## config.mk

```make
export PLATFORM = sky130hd
export DESIGN_NAME = mac_unit
export DESIGN_NICKNAME = d
export VERILOG_FILES = /design/src/rtl/mac_unit_pkg.sv /design/src/rtl/mac_unit.sv
export VERILOG_INCLUDE_DIRS = /design/src /design/src/rtl
export SDC_FILE = /design/constraint.sdc
export NUM_CORES = 2
export LEC_CHECK = 0
export BUFFER_PORTS_ARGS = -buffer_cell sky130_fd_sc_hd__buf_2
export CORE_MARGIN = 2
export CORE_UTILIZATION = 45
export DETAILED_ROUTE_END_ITERATION = 16
export GPL_ROUTABILITY_DRIVEN = 0
export PLACE_DENSITY = 0.59
export SYNTH_ARGS = -nofsm -noshare
export SYNTH_HDL_FRONTEND = slang
export SYNTH_SLANG_ARGS = --single-unit
```

## constraint.sdc

```tcl
create_clock -name CLK -period 19.6 [get_ports CLK]
set_input_delay 2.94 -clock CLK [delete_from_list [all_inputs] [get_ports CLK]]
set_output_delay 2.94 -clock CLK [all_outputs]
set_load 0.02 [all_outputs]
```

## src/rtl/mac_unit_cfg.svh

```systemverilog
// register indices, field positions and reset values of the multiply-accumulate unit
`ifndef MAC_UNIT_CFG_SVH
`define MAC_UNIT_CFG_SVH

`define IDX_CONTROL    5'h00
`define IDX_OPERAND_A  5'h01
`define IDX_OPERAND_B  5'h02
`define IDX_ACC_HIGH   5'h03
`define IDX_ACC_MID    5'h04
`define IDX_ACC_LOW    5'h05
`define IDX_SHIFT      5'h07
`define IDX_RES_UPPER  5'h08
`define IDX_RES_LOWER  5'h09
`define IDX_BANK_SEL   5'h0e

`define BIT_UNSIGNED   0
`define BIT_ACCUM      1
`define BIT_NEGATE     2
`define BIT_OPCOUNT    3
`define BIT_SQUARE     4
`define BIT_CLEAR      5
`define BIT_INHIBIT    6
`define BIT_OVERFLOW   7

`define BIT_SHIFT_LEFT  0
`define BIT_SHIFT_RIGHT 1
`define BIT_SHIFT_CARRY 7

`define RESET_WORD     16'h0000
`define RESET_BYTE     8'h00

`endif

```

## src/rtl/mac_unit_pkg.sv

```systemverilog
// types shared by the multiply-accumulate unit
package mac_unit_pkg;

  typedef struct packed {
    logic        write;
    logic        read;
    logic [4:0]  index;
    logic [15:0] data;
  } reg_req_type;

  typedef struct packed {
    logic [15:0] high;
    logic [15:0] mid;
    logic [15:0] low;
  } acc_type;

  typedef enum logic [1:0] {
    LOAD_NONE,
    LOAD_A_SEEN,
    LOAD_B_SEEN
  } load_state_type;

endpackage : mac_unit_pkg

```

## src/rtl/mac_unit.sv

```systemverilog
// multiply-accumulate unit with banked accumulator and shift register
`include "mac_unit_cfg.svh"

module mac_unit
  import mac_unit_pkg::*;
(
  input  wire logic        CLK,
  input  wire logic        RESETN,
  input  wire reg_req_type REQ,
  output logic [15:0]      RDATA
);

  // ----------------------------------------------------------------
  // registers
  // ----------------------------------------------------------------
  logic [7:0]     control;
  logic [15:0]    operand_a;
  logic [15:0]    operand_b;
  acc_type        bank [2];
  logic           bank_choice_bit;
  logic           shift_carry;
  logic [15:0]    result_upper_read;
  logic [15:0]    result_lower_read;
  load_state_type load_state;

  function automatic logic hit(input reg_req_type r, input logic [4:0] idx);
    hit = r.write && (r.index == idx);
  endfunction : hit

  // ----------------------------------------------------------------
  // operation start
  // ----------------------------------------------------------------
  logic        wr_a;
  logic        wr_b;
  logic        clr;
  logic        start;
  logic [15:0] op_a;
  logic [15:0] op_b;
  acc_type     acc_cur;

  assign wr_a    = hit(REQ, `IDX_OPERAND_A);
  assign wr_b    = hit(REQ, `IDX_OPERAND_B);
  assign clr     = hit(REQ, `IDX_CONTROL) && REQ.data[`BIT_CLEAR];
  assign acc_cur = bank[bank_choice_bit];

  always_comb begin
    start = 1'b0;
    if (wr_a || wr_b) begin
      if (control[`BIT_SQUARE] || control[`BIT_OPCOUNT]) begin
        start = 1'b1;
      end else begin
        start = (wr_a && (wr_b || load_state == LOAD_B_SEEN)) ||
                (wr_b && load_state == LOAD_A_SEEN);
      end
    end
  end

  // square loads the written word into both operands
  always_comb begin
    op_a = wr_a ? REQ.data : operand_a;
    op_b = wr_b ? REQ.data : operand_b;
    if (control[`BIT_SQUARE]) begin
      op_a = REQ.data;
      op_b = REQ.data;
    end
  end

  // ----------------------------------------------------------------
  // datapath
  // ----------------------------------------------------------------
  logic signed [33:0] product;
  logic        [47:0] prod_ext;
  logic        [47:0] acc_flat;
  logic        [47:0] result;
  logic        [48:0] wide_sum;
  logic               overflow_now;

  always_comb begin
    if (control[`BIT_UNSIGNED]) begin
      product = $signed({2'b00, 32'(op_a * op_b)});
    end else begin
      product = 34'(($signed(op_a) * $signed(op_b)));
    end
    prod_ext = {{14{product[33]}}, product};
    if (control[`BIT_NEGATE]) begin
      prod_ext = 48'(-prod_ext);
    end
    acc_flat = {acc_cur.high, acc_cur.mid, acc_cur.low};
    wide_sum = control[`BIT_ACCUM] ? {1'b0, acc_flat} + {1'b0, prod_ext} : {1'b0, prod_ext};
    result   = wide_sum[47:0];
    overflow_now = 1'b0;
    if (control[`BIT_ACCUM]) begin
      if (control[`BIT_UNSIGNED]) begin
        overflow_now = control[`BIT_NEGATE] ? ~wide_sum[48] : wide_sum[48];
      end else begin
        // sign of the sum differs from two agreeing inputs
        overflow_now = (acc_flat[47] == prod_ext[47]) &&
                       (result[47] != acc_flat[47]);
      end
    end else if (control[`BIT_NEGATE] && control[`BIT_UNSIGNED]) begin
      overflow_now = 1'b1;
    end
  end

  // ----------------------------------------------------------------
  // operand load counter
  // ----------------------------------------------------------------
  always_ff @(posedge CLK or negedge RESETN) begin
    if (!RESETN) begin
      load_state <= LOAD_NONE;
    end else if (clr || start) begin
      load_state <= LOAD_NONE;
    end else if (wr_a) begin
      load_state <= LOAD_A_SEEN;
    end else if (wr_b) begin
      load_state <= LOAD_B_SEEN;
    end
  end

  // ----------------------------------------------------------------
  // operands
  // ----------------------------------------------------------------
  always_ff @(posedge CLK or negedge RESETN) begin
    if (!RESETN) begin
      operand_a <= `RESET_WORD;
      operand_b <= `RESET_WORD;
    end else if (clr) begin
      operand_a <= `RESET_WORD;
      operand_b <= `RESET_WORD;
    end else if (wr_a || wr_b) begin
      operand_a <= op_a;
      operand_b <= op_b;
    end
  end

  // ----------------------------------------------------------------
  // control and overflow
  // ----------------------------------------------------------------
  always_ff @(posedge CLK or negedge RESETN) begin
    if (!RESETN) begin
      control <= `RESET_BYTE;
    end else begin
      if (hit(REQ, `IDX_CONTROL)) begin
        control[`BIT_INHIBIT:0] <= REQ.data[`BIT_INHIBIT:0];
        control[`BIT_CLEAR]     <= 1'b0;
      end
      if (clr) begin
        control[`BIT_OVERFLOW] <= 1'b0;
      end else if (start) begin
        control[`BIT_OVERFLOW] <= overflow_now;
      end
    end
  end

  // ----------------------------------------------------------------
  // accumulator banks
  // ----------------------------------------------------------------
  always_ff @(posedge CLK or negedge RESETN) begin
    if (!RESETN) begin
      bank_choice_bit <= 1'b0;
    end else if (hit(REQ, `IDX_BANK_SEL)) begin
      bank_choice_bit <= REQ.data[0];
    end
  end

  logic sh_left;
  logic sh_right;
  assign sh_left  = hit(REQ, `IDX_SHIFT) && REQ.data[`BIT_SHIFT_LEFT];
  assign sh_right = hit(REQ, `IDX_SHIFT) && REQ.data[`BIT_SHIFT_RIGHT];

  for (genvar g = 0; g < 2; g++) begin : g_bank
    logic sel;
    assign sel = (bank_choice_bit == 1'(g));
    always_ff @(posedge CLK or negedge RESETN) begin
      if (!RESETN) begin
        bank[g] <= '{default: `RESET_WORD};
      end else if (sel) begin
        if (clr) begin
          bank[g] <= '{default: `RESET_WORD};
        end else if (start && !control[`BIT_INHIBIT]) begin
          bank[g] <= result;
        end else if (sh_right) begin
          bank[g] <= {acc_flat[47], acc_flat[47:1]};
        end else if (sh_left) begin
          bank[g] <= {acc_flat[46:0], 1'b0};
        end else if (hit(REQ, `IDX_ACC_HIGH)) begin
          bank[g].high <= REQ.data;
        end else if (hit(REQ, `IDX_ACC_MID)) begin
          bank[g].mid <= REQ.data;
        end else if (hit(REQ, `IDX_ACC_LOW)) begin
          bank[g].low <= REQ.data;
        end
      end
    end
  end

  // ----------------------------------------------------------------
  // shift carry
  // ----------------------------------------------------------------
  always_ff @(posedge CLK or negedge RESETN) begin
    if (!RESETN) begin
      shift_carry <= 1'b0;
    end else if (sh_right) begin
      shift_carry <= acc_flat[0];
    end else if (sh_left) begin
      shift_carry <= acc_flat[47];
    end else if (hit(REQ, `IDX_SHIFT) && !REQ.data[`BIT_SHIFT_CARRY]) begin
      shift_carry <= 1'b0;
    end
  end

  // ----------------------------------------------------------------
  // result read words
  // ----------------------------------------------------------------
  always_ff @(posedge CLK or negedge RESETN) begin
    if (!RESETN) begin
      result_upper_read <= `RESET_WORD;
      result_lower_read <= `RESET_WORD;
    end else if (clr) begin
      result_upper_read <= `RESET_WORD;
      result_lower_read <= `RESET_WORD;
    end else if (start) begin
      result_upper_read <= result[31:16];
      result_lower_read <= result[15:0];
    end
  end

  // ----------------------------------------------------------------
  // read port
  // ----------------------------------------------------------------
  always_ff @(posedge CLK or negedge RESETN) begin
    if (!RESETN) begin
      RDATA <= `RESET_WORD;
    end else if (REQ.read) begin
      unique case (REQ.index)
        `IDX_CONTROL:   RDATA <= {8'h00, control};
        `IDX_OPERAND_A: RDATA <= operand_a;
        `IDX_OPERAND_B: RDATA <= operand_b;
        `IDX_ACC_HIGH:  RDATA <= acc_cur.high;
        `IDX_ACC_MID:   RDATA <= acc_cur.mid;
        `IDX_ACC_LOW:   RDATA <= acc_cur.low;
        `IDX_SHIFT:     RDATA <= {8'h00, shift_carry, 7'h00};
        `IDX_RES_UPPER: RDATA <= result_upper_read;
        `IDX_RES_LOWER: RDATA <= result_lower_read;
        `IDX_BANK_SEL:  RDATA <= {15'h0000, bank_choice_bit};
        default:        RDATA <= `RESET_WORD;
      endcase
    end
  end

  // ----------------------------------------------------------------
  // checks
  // ----------------------------------------------------------------
  a_clear_zeroes: assert property (@(posedge CLK) disable iff (!RESETN)
    clr |=> (operand_a == 16'h0000 && operand_b == 16'h0000 && acc_flat == 48'h0))
    else $error("clear did not zero operands");
  a_right_shift: assert property (@(posedge CLK) disable iff (!RESETN)
    (sh_right && !clr && !start && !$changed(bank_choice_bit))
    |=> acc_flat == {$past(acc_flat[47]), $past(acc_flat[47:1])} && shift_carry == $past(acc_flat[0]))
    else $error("right shift wrong");
  a_left_shift: assert property (@(posedge CLK) disable iff (!RESETN)
    (sh_left && !sh_right && !clr && !start)
    |=> acc_flat == {$past(acc_flat[46:0]), 1'b0} && shift_carry == $past(acc_flat[47]))
    else $error("left shift wrong");
  a_shift_keeps_read: assert property (@(posedge CLK) disable iff (!RESETN)
    ((sh_left || sh_right) && !start && !clr) |=> $stable(result_lower_read) && $stable(result_upper_read))
    else $error("shift changed read words");
  a_inhibit_keeps: assert property (@(posedge CLK) disable iff (!RESETN)
    (start && control[`BIT_INHIBIT] && !clr) |=> $stable(acc_flat))
    else $error("inhibited write changed accumulator");
  a_read_words: assert property (@(posedge CLK) disable iff (!RESETN)
    (start && !clr) |=> {result_upper_read, result_lower_read} == $past(result[31:0]))
    else $error("read words not loaded");
  a_two_loads: assert property (@(posedge CLK) disable iff (!RESETN)
    (wr_a && !wr_b && load_state == LOAD_NONE && control[4:3] == 2'b00) |-> !start)
    else $error("single operand started operation");
  a_reserved_zero: assert property (@(posedge CLK) disable iff (!RESETN)
    (REQ.read && REQ.index == `IDX_SHIFT) |=> RDATA == {8'h00, $past(shift_carry), 7'h00})
    else $error("shift command bits read nonzero");
  c_accumulate: cover property (@(posedge CLK) start && control[`BIT_ACCUM]);
  c_square: cover property (@(posedge CLK) start && control[`BIT_SQUARE]);
  c_bank_swap: cover property (@(posedge CLK) $changed(bank_choice_bit));

endmodule : mac_unit

```

-- Word-level counts from Yosys, hierarchy flattened
Index checks and enable logic that the tools add are counted.
- bits in registers: 187
- logic and storage cells: 119
- output and inout port bits: 16
- mux-type cells: 42
- add/subtract/negate cells: 2
- $mul: 2
- $lt $le $gt $ge: 1
- reduce and logical (&&, ||, !) cells: 38
- eq/ne operators: 15
- bitwise operators: 3
- operators with widths (cell ; count):
    $mux 48 ; 8
    $mux 16 ; 16
    $pmux 16 s10 ; 1
    $mul 16x16->32 ; 2
    $add 48x48->49 ; 1
    $mux 49 ; 1
    $neg 48->48 ; 1
    $mux 34 ; 1
    $mux 32 ; 1
    $logic_and 1x1->1 ; 17
    $eq 5x3->1 const B ; 3
    $eq 5x4->1 const B ; 3
    $reduce_bool 5->1 ; 3
    $mux 1 ; 11
    $eq 5x2->1 const B ; 2
    $ne 5x5->1 const B ; 2
    $reduce_and 4->1 ; 2
    $mux 2 ; 3
    $reduce_and 3->1 ; 2
    $reduce_bool 3->1 ; 2
    $eq 5x1->1 const B ; 1
    $logic_not 5->1 ; 1
    $logic_or 1x1->1 ; 5
    $reduce_and 2->1 ; 2
    other kinds (9) ; 12

-- Logic depth before layout (Yosys ltp)
- word-level depth: 16
- mapped depth: 47
- depth with buffers taken out: 42

-- Worst setup path after synthesis
OpenSTA, ideal clock, no wires.
- kind: in2reg
- from: in REQ[16] (netlist name)
- to: reg control[7]
- cell stages on the path: 40
- slack: 5.792 ns
- setup time: 0.096 ns
- arrival time: 13.713 ns
- cells stage by stage: clkbuf_1 -> nor2b_1 -> a21oi_1 -> clkbuf_1 -> clkbuf_1 -> mux2_2 -> nand2_1 -> inv_1 -> fa_1 -> fa_1 -> fa_1 -> fa_1 -> fa_1 -> inv_1 -> fa_1 -> inv_1 -> ha_1 -> a21oi_1 -> (+4 left out) -> a21oi_1 -> a31oi_1 -> or4_1 -> or4_1 -> a211oi_2 -> nor2_1 -> ha_1 -> o21a_1 -> a2111oi_0 -> o311a_1 -> a21oi_1 -> a21oi_1 -> o31ai_1 -> a31o_2 -> a311o_1 -> a21oi_1 -> xnor2_1 -> o31ai_1
- cells in the longest elaborated chain, start to end: 16
- RTL lines (element ; RTL line ; text):
    start, declared ; mac_unit.sv:9 ; input wire reg_req_type REQ,
    $eq 5x1->1 / $eq 5x2->1 (equally long branches) ; mac_unit.sv:27 ; hit = r.write && (r.index == idx);
    $logic_and 1x1->1 ; mac_unit.sv:27 ;
    $mux 16 (on tied branches) ; mac_unit.sv:60, mac_unit.sv:61 ;
    $mux 16 ; mac_unit.sv:62 ; if (control[`BIT_SQUARE]) begin
    $mul 16x16->32 (on tied branches) ; mac_unit.sv:82, mac_unit.sv:80 ;
    $mux 34 ; mac_unit.sv:79 ; if (control[`BIT_UNSIGNED]) begin
    $neg 48->48 ; mac_unit.sv:86 ; prod_ext = 48'(-prod_ext);
    $mux 48 ; mac_unit.sv:85 ; if (control[`BIT_NEGATE]) begin
    $add 48x48->49 ; mac_unit.sv:89 ; wide_sum = control[`BIT_ACCUM] ? {1'b0, acc_flat} + {1'b0, prod_ext} : {1'b0, prod_ext};
    $mux 49 ; mac_unit.sv:89 ;
    $ne 1x1->1 / $not 1->1 (equally long branches) ; mac_unit.sv:98, mac_unit.sv:94 ;
    $logic_and 1x1->1 / $mux 1 (equally long branches) ; mac_unit.sv:97, mac_unit.sv:94 ;
    $mux 1 ; mac_unit.sv:93 ; if (control[`BIT_UNSIGNED]) begin
    $mux 1 ; mac_unit.sv:92 ; if (control[`BIT_ACCUM]) begin
    $mux 1 ; mac_unit.sv:149 ; end else if (start) begin
    $mux 1 ; mac_unit.sv:147 ; if (clr) begin
    end signal, assigned ; mac_unit.sv:141 ; control <= `RESET_BYTE;
    end signal, assigned by index ; mac_unit.sv:144 ; control[`BIT_INHIBIT:0] <= REQ.data[`BIT_INHIBIT:0];
    end signal, assigned by index ; mac_unit.sv:150 ; control[`BIT_OVERFLOW] <= overflow_now;
    end, declared ; mac_unit.sv:16 ; logic [7:0] control;
Several ways; a longest one is shown, not always the timed one. The select of a mux whose other input is x is not followed.
A chain may end at the register's enable or synchronous reset.

-- Worst setup path after layout
Ends and elaborated chain as after synthesis.

==> metrics.cfg <==
[sta]
post-route-period-util_pct = 79.1
worstMarginPinSlew_ns = 1.32
final.setup.tns_ns = 0
final_hold_viol_count = 0
skew_ns = 0.0176
slew_headroom_pct = 9.33
rsz0062_at_grt = no
drv_slew = 0
fin_ws_ns = 4.11
max_freq_mhz = 64.5
fin_crit_ns = 15.49
setup_viol = 0

[cts]
holdBufCountCts = 0
path_clk_slew_ns = 0.08
h-tree-depth = 4
worstSkewPairLatency_ns = 0.48
ctsResizeCount = 0
clock_path_buffers = 2
cts_buffers = 17
numClockSinks = 187
postCtsSetupRepairBufs = 0
cts_tree = yes
root_buffer = clkbuf_16

[setup_path]
crit_fanout = 32
startpoint_type = primary input
ff2ff_path_depth = 37
worstPathArrival_ns = 15.88
crit_top_cell = fa_1
setup.worst_path.class = in2reg
slowest_delay_ns = 1.09
cp.required_ns = 19.99
slowest_stage = a2111oi_0
crit_path_end_kind = flop

[logic_synthesis]
ys_ff_latch = 187
ys.flop_type = dfrtp_1
synth_cell_type_count = 91
synth_top_cells_by_area = fa_1, dfrtp_1, ha_1
ys_warn_count = 0
synthArstFlopShare_pct = 100
synth-edff-count = 0
synth.net_count = 4055
yosysTopAreaCell = fa_1
netlist_instances = 3462
synth.top_cell.area_share_pct = 25.1
syn_avg_cell_area_um2 = 8.44
netlist_area_mm2 = 0.0292
ys_seq_area_share_pct = 16.0

[grt]
use_met1_pct = 41.7
grtUsageMet3_pct = 5.64
antenna_found_initial = 3
use_met2_pct = 48.4
grt-ovfl-total = 0
grt_usage_pct = 30.4
grt_pass1_vias = 24876
grt_max_degree = 88
grt_pass1_wl_um = 154000
grt_busiest_layer = met2

[layout]
nNetsFinal = 4002
drive_gt1_share_pct = 7.45
final_cell_mix = inv_1, nand2_1, fa_1, nor2_1, ha_1
area_delta_synth_final_pct = 5.80
fin_util_pct = 48.1
final_common_cell = inv_1

[die]
initial_core_util_pct = 45.4
die-area_mm2 = 0.0670
die_w_um = 259
num_rows = 93
io_pins = 41
core-area_mm2 = 0.0643
die_y_um = 259

[placed_design]
portBuffers = 40
post-place-ws_ns = 3.91
dp_hpwl_um = 78600

[detailed_routing]
drtIter0Drc = 2599
viasPerCell = 5.91
vias = 25290
totalWireLength_um = 100000
drt-pass1-iter-count = 6
drc = 0
antenna_left = 0
wl_per_cell_um = 23.4

[min_path]
whs_path_depth = 2
hp-class = reg2reg

[run]
maxCapViolCount = 0

[outcome]
status = finished clean

==> flip-flops by register name, indices dropped and copies added (netlist names) <==
signal	flops
RDATA	16
operand_b	16
shift_carry	1
control	7
bank	96
bank_choice_bit	1
load_state	2
result_upper_read	16
operand_a	16
result_lower_read	16
==> synthesized netlist by cell type (all sizes together) (7+ instances only) <==
cell / n
a2111oi: 7
a211o: 9
a211oi: 45
a21boi: 10
a21o: 42
a21oi: 201
a221o: 8
a221oi: 22
a22o: 7
a22oi: 22
a31o: 7
a31oi: 26
and2: 16
and3: 21
buf: 13
clkbuf: 146
dfrtp: 187
fa: 367
ha: 201
inv: 534
mux2: 69
mux2i: 96
nand2: 397
nand2b: 24
nand3: 58
nand4: 15
nor2: 290
nor2b: 19
nor3: 40
nor4: 10
o211ai: 37
o21a: 21
o21ai: 204
o21bai: 11
o22ai: 23
o31ai: 34
or2: 10
or3: 15
or4: 8
xnor2: 75
xor2: 38
==> layout make-up <==
| class | instances | area, um2 |
|---|---|---|
| fill | 6332 | 33400 |
| multi-input combinational | 2580 | 22000 |
| sequential | 187 | 4680 |
| inverter | 536 | 2010 |
| tap | 855 | 1070 |
| timing repair buffer | 87 | 562 |
| clock buffer | 18 | 439 |
| clock inverter | 14 | 171 |
| antenna | 3 | 7.51 |
==> final timing paths <==
path	from	slack, ns	to
min in group asynchronous	RESETN	2.53	operand_b[8]
setup / recovery	REQ[16]	4.11	control[7]
hold reg to reg	bank[82]	0.48	bank[82]
max in group asynchronous	RESETN	15.75	bank_choice_bit
setup reg to reg	control[4]	6.73	control[7]
hold / removal	bank[82]	0.48	bank[82]
==> worst max-delay path: cells and delay by family <==
family | cells | cell delay (ns)
compound gates | 16 | 4.30
fa+ha+maj | 8 | 3.90
simple gates | 7 | 2.74
mux | 1 | 1.05
buf+inv | 6 | 0.80
xor+xnor | 1 | 0.09
==> logic make-up after synthesis <==
group,count (synthesis),share of synthesized area (%)
simple gates,944,14.3
compound gates,790,17.6
buf+inv,695,8.96
fa+ha+maj,568,33.7
flops,187,16.0
mux,165,5.95
xor+xnor,113,3.39
==> per-layer routing <==
metal  vias up  wire length [um]
li1      11477                 -
met1     12522             42300
met2      1073             45500
met3       212              8420
met4         6              3680
met5         -                72
==> stage by stage <==
stage,hold slack (ns),std cells,cell area (um2)
global route,0.499,4277,30900
floorplan,0.444,3462,29200
detailed placement,0.465,4245,30300
finish,0.480,4280,30900
CTS,0.483,4277,30900
global placement,0.457,4245,30300
Power is left out: the tool's default activity adds up to more than one toggle a clock period on the data nets, which glitch-free logic cannot reach.
